$ cat config.mk
export PLATFORM = sky130hd
export DESIGN_NAME = dfc_decoder
export DESIGN_NICKNAME = d
export VERILOG_FILES = /design/src/rtl/dfc_pkg.sv /design/src/rtl/dfc_decoder.sv /design/src/rtl/dfc_fifo.sv
export VERILOG_INCLUDE_DIRS = /design/src /design/src/rtl
export SDC_FILE = /design/constraint.sdc
export NUM_CORES = 1
export LEC_CHECK = 0
export ABC_CLOCK_PERIOD_IN_PS = 6250
export BUFFER_PORTS_ARGS = -buffer_cell sky130_fd_sc_hd__clkbuf_2
export CAP_MARGIN = 20
export CORE_MARGIN = 4
export CORE_UTILIZATION = 36
export CTS_CLUSTER_DIAMETER = 40
export DETAILED_ROUTE_END_ITERATION = 10
export GPL_TIMING_DRIVEN = 0
export HOLD_SLACK_MARGIN = 0.12
export PLACE_DENSITY = 0.67
export SYNTH_ARGS = -nofsm -noshare
export SYNTH_HDL_FRONTEND = slang
export SYNTH_SLANG_ARGS = --single-unit
$ cat constraint.sdc
create_clock -name clk -period 6.25 [get_ports clk]
set_input_delay 1.25 -clock clk [delete_from_list [all_inputs] [get_ports clk]]
set_output_delay 1.25 -clock clk [all_outputs]
set_load 0.1 [all_outputs]
$ cat src/rtl/dfc_defines.svh
// constants for the download command decoder: opcodes, header layout, request codes
// assumes the includer is a design file of the decoder; definitions only
// Overview of operation
// - support query: class IN, code 0x42, value 0x23
// - answer signature bytes then version 0x01 0x00
// - headers decoded only when download starts idle
// - each command is exactly eight bytes
// - multi-byte parameters are little-endian
// - program 0x01: start block, 32-bit length
// - start is 1024-byte block number
// - up to 1016 image bytes follow header; the decoder passes on every byte after the header with no limit check
// - read 0x02 sets upload flash range
// - upload prefix on until binary flag set
// - blank check 0x03: start, length multiple four
// - blank result status 0x00 or 0x05
// - erase 0x04: start block, block count
// - erase counts whole blocks from start
// - zero-length download ends the data
`ifndef DFC_DEFINES_SVH
`define DFC_DEFINES_SVH
`define DFC_OP_PROG 8'h01
`define DFC_OP_READ 8'h02
`define DFC_OP_CHECK 8'h03
`define DFC_OP_ERASE 8'h04
`define DFC_OP_INFO 8'h05
`define DFC_OP_BIN 8'h06
`define DFC_OP_RESET 8'h07
`define DFC_HDR_LEN 4'h8
`define DFC_HDR_LAST 3'h7
`define DFC_B_OP 3'h0
`define DFC_B_ARG 3'h1
`define DFC_B_BLK_LO 3'h2
`define DFC_B_BLK_HI 3'h3
`define DFC_B_LEN0 3'h4
`define DFC_B_LEN1 3'h5
`define DFC_B_LEN2 3'h6
`define DFC_BIN_OFF 8'h01
`define DFC_BLOCK_SHIFT 5'h0a
`define DFC_MAX_DATA 11'h3f8
`define DFC_RQ_TYPE 8'ha1
`define DFC_RQ_CODE 8'h42
`define DFC_RQ_VALUE 16'h0023
`define DFC_RQ_LEN 16'h0004
`define DFC_VER_LO 8'h01
`define DFC_VER_HI 8'h00
`define DFC_ST_OK 8'h00
`define DFC_ST_CHECK_ERASED 8'h05
`define DFC_ST_BAD_CMD 8'h01
`endif

$ cat src/rtl/dfc_pkg.sv
// types shared by the download command decoder
// assumes the dfu state numbers below match the external dfu state machine
package dfc_pkg;
    // dfu states as reported by the external state machine
    typedef enum logic [3:0] {
        DFC_APP_IDLE, DFC_APP_DETACH, DFC_IDLE, DFC_DN_SYNC, DFC_DN_BUSY,
        DFC_DN_IDLE, DFC_MF_SYNC, DFC_MF, DFC_MF_WAIT, DFC_UP_IDLE, DFC_ERR
    } dfc_dfu_state_e;
    // decoder sequencing
    typedef enum logic [2:0] {
        DFC_S_WAIT, DFC_S_HDR, DFC_S_DATA, DFC_S_SKIP, DFC_S_QUERY
    } dfc_seq_e;
endpackage : dfc_pkg
$ cat src/rtl/dfc_decoder.sv
// download command decoder: header parse, support query answer, upload prefix state
// assumes the usb core delivers download payload as a byte stream with a start strobe,
// and that flash actions are carried out by a downstream engine that reports results
`timescale 1ns/1ns
`include "dfc_defines.svh"
module dfc_decoder #(
    parameter int DATA_W = 8,
    parameter int FIFO_DEPTH = 32
) (
    input wire logic clk,
    input wire logic rst,
    input wire dfc_pkg::dfc_dfu_state_e dfu_state,
    input wire logic dn_start,
    input wire logic [15:0] dn_length,
    input wire logic [DATA_W-1:0] dn_data,
    input wire logic dn_valid,
    output logic dn_ready,
    input wire logic setup_valid,
    input wire logic [7:0] setup_type,
    input wire logic [7:0] setup_code,
    input wire logic [15:0] setup_value,
    input wire logic [15:0] setup_length,
    output logic query_ack,
    output logic query_stall,
    output logic [31:0] query_data,
    output logic [DATA_W-1:0] img_data,
    output logic img_valid,
    input wire logic img_ready,
    output logic dn_end,
    output logic prog_cmd,
    output logic read_cmd,
    output logic check_cmd,
    output logic erase_cmd,
    output logic info_cmd,
    output logic reset_cmd,
    output logic [15:0] cmd_start_block,
    output logic [31:0] cmd_length,
    output logic [31:0] cmd_byte_addr,
    output logic cmd_error,
    input wire logic check_done,
    input wire logic check_blank,
    output logic [7:0] status_code,
    output logic prefix_disable_flag,
    output logic [31:0] upload_total
);
    import dfc_pkg::*;
    // identity signature, value is arbitrary
    parameter logic [15:0] SIGNATURE = 16'h5a3c;
    dfc_seq_e seq_q; // decode sequence
    logic [7:0] command_header_bytes [8]; // header capture
    logic [2:0] idx_q; // header byte index
    logic [15:0] left_q; // payload bytes remaining
    logic hdr_done;
    logic [7:0] op;
    logic [15:0] f_block;
    logic [31:0] f_len;
    logic fifo_in_ready;
    logic fifo_valid;
    logic [DATA_W-1:0] fifo_data;
    logic take;
    logic img_push;
    assign take = dn_valid && dn_ready;
    assign img_push = (seq_q == DFC_S_DATA) && dn_valid;
    // header and skipped bytes are always taken, data waits for fifo room
    assign dn_ready = (seq_q == DFC_S_HDR) || (seq_q == DFC_S_SKIP) ||
        ((seq_q == DFC_S_DATA) && fifo_in_ready);
    assign hdr_done = (seq_q == DFC_S_HDR) && take && (idx_q == `DFC_HDR_LAST);
    // fields assembled little-endian, last byte taken from the bus
    assign op = command_header_bytes[`DFC_B_OP];
    assign f_block = {command_header_bytes[`DFC_B_BLK_HI], command_header_bytes[`DFC_B_BLK_LO]};
    assign f_len = {dn_data[7:0], command_header_bytes[`DFC_B_LEN2],
        command_header_bytes[`DFC_B_LEN1], command_header_bytes[`DFC_B_LEN0]};

    // image byte fifo; its back-pressure stalls the download stream
    dfc_fifo #(.WIDTH(DATA_W), .DEPTH(FIFO_DEPTH)) u_fifo (
        .clk(clk),
        .rst(rst),
        .in_data(dn_data),
        .in_valid(img_push),
        .in_ready(fifo_in_ready),
        .out_data(fifo_data),
        .out_valid(fifo_valid),
        .out_ready(img_ready || !img_valid)
    );

    // registered fifo output stage
    always_ff @(posedge clk or posedge rst) begin
        if (rst) begin
            img_valid <= 1'b0;
            img_data <= '0;
        end else if (img_ready || !img_valid) begin
            img_valid <= fifo_valid;
            img_data <= fifo_data;
        end
    end

    // sequence: a download seen in idle starts with a header, otherwise all data
    always_ff @(posedge clk or posedge rst) begin
        if (rst) begin
            seq_q <= DFC_S_WAIT;
            idx_q <= '0;
            left_q <= '0;
        end else if (dn_start) begin
            idx_q <= '0;
            left_q <= dn_length;
            if (dn_length == 16'h0000) begin
                seq_q <= DFC_S_WAIT; // empty request ends download
            end else if (dfu_state == DFC_IDLE) begin
                seq_q <= DFC_S_HDR; // command header expected
            end else begin
                seq_q <= DFC_S_DATA; // pure image data
            end
        end else if (take) begin
            left_q <= left_q - 16'h0001;
            case (seq_q)
                DFC_S_HDR: begin
                    idx_q <= idx_q + 3'h1;
                    if (hdr_done) begin
                        // only a program header lets trailing bytes through
                        if (left_q == 16'h0001) begin
                            seq_q <= DFC_S_WAIT;
                        end else if (op == `DFC_OP_PROG) begin
                            seq_q <= DFC_S_DATA;
                        end else begin
                            seq_q <= DFC_S_SKIP;
                        end
                    end
                end
                default: begin
                    if (left_q == 16'h0001) begin
                        seq_q <= DFC_S_WAIT;
                    end
                end
            endcase
        end
    end

    // header byte capture
    always_ff @(posedge clk or posedge rst) begin
        if (rst) begin
            for (int i = 0; i < 8; i++) begin
                command_header_bytes[i] <= 8'h00;
            end
        end else if ((seq_q == DFC_S_HDR) && take) begin
            command_header_bytes[idx_q] <= dn_data[7:0];
        end
    end

    // end-of-download pulse
    always_ff @(posedge clk or posedge rst) begin
        if (rst) begin
            dn_end <= 1'b0;
        end else begin
            dn_end <= dn_start && (dn_length == 16'h0000);
        end
    end

    // command strobes and parameters, one pulse per decoded header except binary flag 0x06, which pulses nothing
    always_ff @(posedge clk or posedge rst) begin
        if (rst) begin
            prog_cmd <= 1'b0;
            read_cmd <= 1'b0;
            check_cmd <= 1'b0;
            erase_cmd <= 1'b0;
            info_cmd <= 1'b0;
            reset_cmd <= 1'b0;
            cmd_error <= 1'b0;
            cmd_start_block <= '0;
            cmd_length <= '0;
            cmd_byte_addr <= '0;
        end else begin
            prog_cmd <= hdr_done && (op == `DFC_OP_PROG);
            read_cmd <= hdr_done && (op == `DFC_OP_READ);
            check_cmd <= hdr_done && (op == `DFC_OP_CHECK);
            erase_cmd <= hdr_done && (op == `DFC_OP_ERASE);
            info_cmd <= hdr_done && (op == `DFC_OP_INFO);
            reset_cmd <= hdr_done && (op == `DFC_OP_RESET);
            // unknown opcodes go to the error path
            cmd_error <= hdr_done && ((op == 8'h00) || (op > `DFC_OP_RESET));
            if (hdr_done) begin
                cmd_start_block <= f_block;
                // block number times 1024 gives the byte address
                cmd_byte_addr <= {16'h0000, f_block} << `DFC_BLOCK_SHIFT;
                if (op == `DFC_OP_ERASE) begin
                    // erase size is whole blocks, bytes 6..7 ignored
                    cmd_length <= {16'h0000, command_header_bytes[`DFC_B_LEN1],
                        command_header_bytes[`DFC_B_LEN0]};
                end else begin
                    cmd_length <= f_len;
                end
            end
        end
    end

    // binary flag: prefix on after reset, off when flag byte is 1
    always_ff @(posedge clk or posedge rst) begin
        if (rst) begin
            prefix_disable_flag <= 1'b0;
        end else if (hdr_done && (op == `DFC_OP_BIN)) begin
            prefix_disable_flag <= (command_header_bytes[`DFC_B_ARG] == `DFC_BIN_OFF);
        end
    end

    // total upload size including prefix when enabled
    always_ff @(posedge clk or posedge rst) begin
        if (rst) begin
            upload_total <= '0;
        end else if (hdr_done && (op == `DFC_OP_READ)) begin
            upload_total <= prefix_disable_flag ? f_len :
                f_len + {28'h0000000, `DFC_HDR_LEN};
        end
    end

    // status code; a finished blank check sets it, losing only to a bad opcode header
    always_ff @(posedge clk or posedge rst) begin
        if (rst) begin
            status_code <= `DFC_ST_OK;
        end else if (hdr_done && ((op == 8'h00) || (op > `DFC_OP_RESET))) begin
            status_code <= `DFC_ST_BAD_CMD;
        end else if (check_done) begin
            // blank region ok, otherwise erase-check failure
            status_code <= check_blank ? `DFC_ST_OK : `DFC_ST_CHECK_ERASED;
        end else if (hdr_done) begin
            status_code <= `DFC_ST_OK;
        end
    end

    // support query answer; other class requests are not ours
    always_ff @(posedge clk or posedge rst) begin
        if (rst) begin
            query_ack <= 1'b0;
            query_stall <= 1'b0;
            query_data <= '0;
        end else begin
            query_ack <= 1'b0;
            query_stall <= 1'b0;
            if (setup_valid && (setup_type == `DFC_RQ_TYPE) &&
                (setup_code == `DFC_RQ_CODE)) begin
                if ((setup_value == `DFC_RQ_VALUE) && (setup_length == `DFC_RQ_LEN)) begin
                    query_ack <= 1'b1;
                    // byte0..3: signature lo, hi, version 0x01, 0x00
                    query_data <= {`DFC_VER_HI, `DFC_VER_LO, SIGNATURE};
                end else begin
                    query_stall <= 1'b1; // malformed query refused
                end
            end
        end
    end
endmodule : dfc_decoder

$ cat src/rtl/dfc_fifo.sv
// parameterised valid/ready fifo for image bytes
// assumes a single clock and asynchronous active-high reset
`timescale 1ns/1ns
module dfc_fifo #(
    parameter int WIDTH = 8,
    parameter int DEPTH = 32
) (
    input wire logic clk,
    input wire logic rst,
    input wire logic [WIDTH-1:0] in_data,
    input wire logic in_valid,
    output logic in_ready,
    output logic [WIDTH-1:0] out_data,
    output logic out_valid,
    input wire logic out_ready
);
    localparam int AW = $clog2(DEPTH);
    logic [WIDTH-1:0] mem_q [DEPTH]; // storage array
    logic [AW-1:0] wr_q; // write pointer
    logic [AW-1:0] rd_q; // read pointer
    logic [AW:0] cnt_q; // fill level
    logic push;
    logic pop;
    // full exactly when the level reaches the depth
    assign in_ready = (cnt_q != (AW+1)'(DEPTH));
    assign out_valid = (cnt_q != '0);
    assign out_data = mem_q[rd_q];
    assign push = in_valid && in_ready;
    assign pop = out_valid && out_ready;
    // storage write, no reset needed for data
    always_ff @(posedge clk) begin
        if (push) begin
            mem_q[wr_q] <= in_data;
        end
    end
    // pointers and level
    always_ff @(posedge clk or posedge rst) begin
        if (rst) begin
            wr_q <= '0;
            rd_q <= '0;
            cnt_q <= '0;
        end else begin
            if (push) begin
                wr_q <= (wr_q == AW'(DEPTH-1)) ? '0 : wr_q + AW'(1);
            end
            if (pop) begin
                rd_q <= (rd_q == AW'(DEPTH-1)) ? '0 : rd_q + AW'(1);
            end
            cnt_q <= cnt_q + (AW+1)'(push) - (AW+1)'(pop);
        end
    end
endmodule : dfc_fifo

Yosys cells after proc, flatten, opt, wreduce, memory -nomap -nowiden --
Memory sizes are Yosys's and may differ from the RTL's. A register that Yosys moved wholly into a read port is not among the register bits. Cells that the tools add are included.
Word-level totals: memory bits (writable) 256, input port bits 84, logic and storage cells 131, bits in latches 0, bits in read-only memories 0, flip-flop bits (word level) 203, memories 1, output and inout bits 173
Operators by class: reductions and logical operators 35, $mul 0, div/mod/pow operators 0, equality and inequality tests 22, order comparisons 3, add/subtract/negate cells 7, mux-type cells 31, shift-type cells 0, bitwise operators 1
Memory list:
- u_fifo.mem_q | depth 32, width 8, rd ports 1, clocked after memory_dff 1, write ports 1, RTL line dfc_fifo.sv:18 | logic [WIDTH-1:0] mem_q [DEPTH];
Operators with widths (count):
- $bwmux W64 | 1
- $mux W32 | 2
- $add A32 B4 Y32 const B | 1
- $eq A8 B3 Y1 const B | 4
- $mux W16 | 2
- $mux W8 | 4
- $mux W3 | 9
- $demux W8 S3 | 1
- $logic_and A1 B1 Y1 | 20
- $eq A16 B1 Y1 const B | 1
- $eq A16 B3 Y1 const B | 1
- $eq A16 B6 Y1 const B | 1
- $eq A8 B1 Y1 const B | 2
- $eq A8 B2 Y1 const B | 2
- $logic_not A16 Y1 | 1
- $sub A16 B1 Y16 const B | 1
- $add A5 B1 Y5 const B | 2
- $eq A5 B5 Y1 const B | 2
- $mux W5 | 2
- $eq A8 B7 Y1 const B | 1
- $eq A8 B8 Y1 const B | 1
- $gt A8 B3 Y1 const B | 1
- $logic_not A8 Y1 | 1
- $mux W1 | 7
- 20 further kinds | 29

Longest topological paths before layout --
word-level depth 10, depth in mapped cells 13, gate-level depth less buffers 13

Cells and area by module --
A second synthesis with hierarchy kept.
Unflattened totals: cell total of the unflattened synthesis 1384, area, all modules 19257.2 um2
Modules (own cells, without submodules):
- dfc_fifo | instances 1, cells each 573, seq. area each 8087.8 um2, area each 10913.0 um2
- dfc_decoder | instances 1, cells each 811, seq. area each 4504.3 um2, area each 8344.3 um2

Worst setup path after synthesis --
Ideal clock, no wire load.
kind input to register, from in img_ready, to reg u_fifo.cnt_q[4], path slack 3.203 ns, cell stages on the path 12, data required time 6.128 ns, data arrival time 2.925 ns, buffers on the path 0, path through inv_1 > a32oi_1 > ha_1 > inv_1 > ha_1 > inv_1 > fa_1 > inv_1 > a21oi_1 > nor2_1 > nor2_1 > xnor2_1
On the way: word-level cells in the longest chain between the ends 3
Ends and longest elaborated chain:
- start, declared | RTL line dfc_decoder.sv:28 | input wire logic img_ready,
- $logic_or A1 B1 Y1 | RTL line dfc_decoder.sv:83 | .out_ready(img_ready || !img_valid)
- $logic_and A1 B1 Y1 | RTL line dfc_fifo.sv:29 | assign pop = out_valid && out_ready;
- named net u_fifo.pop | RTL line dfc_fifo.sv:23 | logic pop;
- $sub A6 B1 Y6 | RTL line dfc_fifo.sv:49 | cnt_q <= cnt_q + (AW+1)'(push) - (AW+1)'(pop);
- end signal, assigned | RTL line dfc_fifo.sv:49
- end, declared | RTL line dfc_fifo.sv:21 | logic [AW:0] cnt_q;
The timed path passes the listed nets, and every way through them passes these cells. A chain may end at the register's enable or synchronous reset.

Worst setup path in the final report --
from reg u_fifo.cnt_q[2], to out dn_ready
On the way: word-level cells in the longest chain between the ends 3
Ends and longest elaborated chain:
- $ne A6 B6 Y1 | RTL line dfc_fifo.sv:25 | assign in_ready = (cnt_q != (AW+1)'(DEPTH));
- $logic_and A1 B1 Y1 | RTL line dfc_decoder.sv:66 | ((seq_q == DFC_S_DATA) && fifo_in_ready);
- $logic_or A1 B1 Y1 | RTL line dfc_decoder.sv:65 | assign dn_ready = (seq_q == DFC_S_HDR) || (seq_q == DFC_S_SKIP) ||
- end, declared | RTL line dfc_decoder.sv:17 | output logic dn_ready,
No other way between the ends.

==> results.sh <==
export IMPL_ctsResizeCount=0
export IMPL_crit_arrival_ps=2160
export IMPL_ys_seq_elements=452
export IMPL_numClockSinks=452
export IMPL_setup_tns_ps=0
export IMPL_netlist_area_um2=19600
export IMPL_grt_max_degree=44
export IMPL_rr_worst_depth=13
export IMPL_synth_top_flop_cell="edfxtp_1"
export IMPL_setup_viol=0
export IMPL_regToRegStartpoint="u_fifo.cnt_q[2]"
export IMPL_start_util=0.364
export IMPL_fp_dieArea_um2=58200
export IMPL_grtUsageTotal=0.159
export IMPL_drt_pass1_iter_count=5
export IMPL_avgSynthCellArea_um2=13.9
export IMPL_hp_start="command_header_bytes[36]"
export IMPL_htree_levels=3
export IMPL_wl_per_cell_um=18.7
export IMPL_port_buffers=211
export IMPL_synth_cells=1412
export IMPL_crit_path_max_fanout=4
export IMPL_powerDensity_nw_per_um2=381
export IMPL_clk_path_buf_depth=3
export IMPL_io_pins=257
export IMPL_clk_pin_slew_worst_paths_ps=60
export IMPL_drtIter0Drc=831
export IMPL_worstPathRequired_ps=5000
export IMPL_rows=85
export IMPL_synth_async_reset_ratio=0.434
export IMPL_netlist_top_cells_area="edfxtp_1 39%, dfrtp_1 25%, mux4_2 4.6%, mux2_2 3.6%, mux2i_1 3.5%"
export IMPL_ant_nets=0
export IMPL_place_ws_ps=2550
export IMPL_die_h_um=241
export IMPL_wirelength_mm=46.6
export IMPL_grt_first_pass_wirelength_mm=72.3
export IMPL_layout_cells_non_filler=2490
export IMPL_path_class="reg2out"
export IMPL_via_per_inst=4.93
export IMPL_synth_top_area_frac=0.392
export IMPL_routed_via_count=12300
export IMPL_endpoint_kind="output pin"
export IMPL_cts_buffers=66
export IMPL_cts_setup_buffers=0
export IMPL_synth_seq_area_share=0.642
export IMPL_min_path_type="reg2reg"
export IMPL_area_growth_pct=22.9
export IMPL_power_mw=9.18
export IMPL_vdd_drop_max_mv=0.313
export IMPL_grt_overflow=0
export IMPL_insertion_delay_ps=590
export IMPL_slowest_stage="dfrtp_1"
export IMPL_cts_hold_buf=0
export IMPL_fillers=4764
export IMPL_cp_start_kind="flip-flop"
export IMPL_worstPathBufferInverterCount=2
export IMPL_skew_ps=38.9
export IMPL_finalInstanceArea_um2=24100
export IMPL_cp_depth=5
export IMPL_fin_hold_ws_ps=463
export IMPL_final_max_slew_violation_count=0
export IMPL_yosysTopAreaCell="edfxtp_1"
export IMPL_drc=0
export IMPL_critPathMaxStageDelay_ps=370
export IMPL_tightest_slew_ps=864
export IMPL_relSlewSlack=0.422
export IMPL_seqCellArea_um2=12600
export IMPL_antenna_found_initial=0
export IMPL_status="complete, no violations"
export IMPL_fin_crit_ps=3410
export IMPL_crit_family="buffers and inverters"
export IMPL_place_inst=2369
export IMPL_p_leak_nw=10.3
export IMPL_yosys_cell_types_count=70
export IMPL_yosysMostFrequentCell="edfxtp_1"
export IMPL_rsz0062_at_grt="false"
export IMPL_core_area_um2=53800
export IMPL_fp_dieW_um=241
export IMPL_fmax_mhz=294
export IMPL_fin_ws_ps=2840
export IMPL_ys_top_cells_by_count="256 x edfxtp_1, 196 x dfrtp_1, 173 x nand2_1, 115 x nor2_1, 80 x buf_4"
export IMPL_multi_input_area_um2=6200
export IMPL_grt_pass1_vias=12900
export IMPL_cts_tree="done"
export IMPL_dp_hpwl_mm=32.2
export IMPL_crit_path_cell_trace="inv_1 -> ha_1 -> nand4bb_1 -> a21o_1 -> clkbuf_2"
export IMPL_startpoint="u_fifo.cnt_q[2]"
export IMPL_min_period_over_period=0.545
export IMPL_antenna_cells=0
export IMPL_place_area_um2=21800
export IMPL_nNetsFinal=1847
export IMPL_hold_viol=0
export IMPL_drive_gt1_frac=0.323
export IMPL_routabilityCongestion=0.814
export IMPL_clock_root_buffer="clkbuf_16"
export IMPL_fin_util=0.448
export IMPL_whs_path_depth=2
export IMPL_synth_edf_count=256
export IMPL_ys_warn_count=0
export IMPL_max_cap_viol_count=0
state kept, by name (all words and copies together), names as in the netlist, 6 cells and up:
name                  cells
cmd_start_block          16
upload_total             32
u_fifo.mem_q            256
command_header_bytes     48
cmd_length               32
op                        8
u_fifo.cnt_q              6
img_data                  8
left_q                   16
worst paths after layout:
kind	endpoint	slack [ps]
min	cmd_start_block[12]	460
max in group asynchronous	cmd_start_block[13]	4270
min in group asynchronous	query_data[2]	560
max reg2reg	u_fifo.cnt_q[4]	3350
max	dn_ready	2840
min reg2reg	cmd_start_block[12]	460
per-layer routing:
| metal | part of all wire | track usage |
|---|---|---|
| met1 | 0.42 | 0.209 |
| met2 | 0.49 | 0.260 |
| met3 | 0.057 | 0.0353 |
| met4 | 0.030 | 0.0610 |
| met5 | 0 | 0 |
layout make-up:
cell class | count | share of cell area
timing repair buffer | 217 | 0.0488
buffer | 137 | 0.0369
sequential | 452 | 0.523
clock buffer | 82 | 0.0744
tap | 696 | 0.0361
clock inverter | 39 | 0.0203
multi-input combinational | 844 | 0.257
inverter | 23 | 0.00374
report_power, final:
part	switching, mW	leakage (nW)	internal (mW)
Combinational	1.26	4.28	0.734
Clock	1.43	1.10	2.34
Sequential	0.0963	4.93	3.31
logic make-up after synthesis:
family | share of synthesized area
AOI/OAI and AO/OA | 0.0391
xor gates and xnor gates | 0.0214
adders and majority gates | 0.0144
buffers and inverters | 0.0498
DFF | 0.642
muxes | 0.119
other | 0.000191
and+or+nand+nor | 0.114
cell usage in the layout, fill, tap and decap left out, drive strengths merged, types with 3 or more instances in the layout:
| cell | n |
|---|---|
| a21o | 3 |
| nand2b | 9 |
| nor3b | 3 |
| nor4b | 4 |
| nor2 | 116 |
| clkinvlp | 6 |
| xnor2 | 22 |
| nor3 | 28 |
| clkinv | 13 |
| mux2i | 68 |
| and2 | 5 |
| o21ai | 27 |
| buf | 119 |
| and4 | 3 |
| nor4 | 23 |
| a2111oi | 8 |
| and3 | 5 |
| ha | 21 |
| nand4 | 19 |
| nand3 | 15 |
| o22ai | 25 |
| or3 | 5 |
| nand4b | 5 |
| mux2 | 66 |
| bufinv | 6 |
| clkbuf | 317 |
| mux4 | 40 |
| nand3b | 13 |
| xor2 | 26 |
| conb | 45 |
| inv | 37 |
| a21oi | 47 |
| nand2 | 173 |
| edfxtp | 256 |
| dfrtp | 196 |
worst register-to-register path: stages, from the launching register on:
cell     delay [ps]
dfrtp_1         340
inv_1            60
ha_1            230
a32oi_1         700
ha_1            360
inv_1            60
ha_1            170
inv_1            60
fa_1            400
inv_1            80
a21oi_1          70
nor2_1          100
nor2_1           60
xnor2_1         110
No activity file was read; power rests on OpenSTA's default activity.
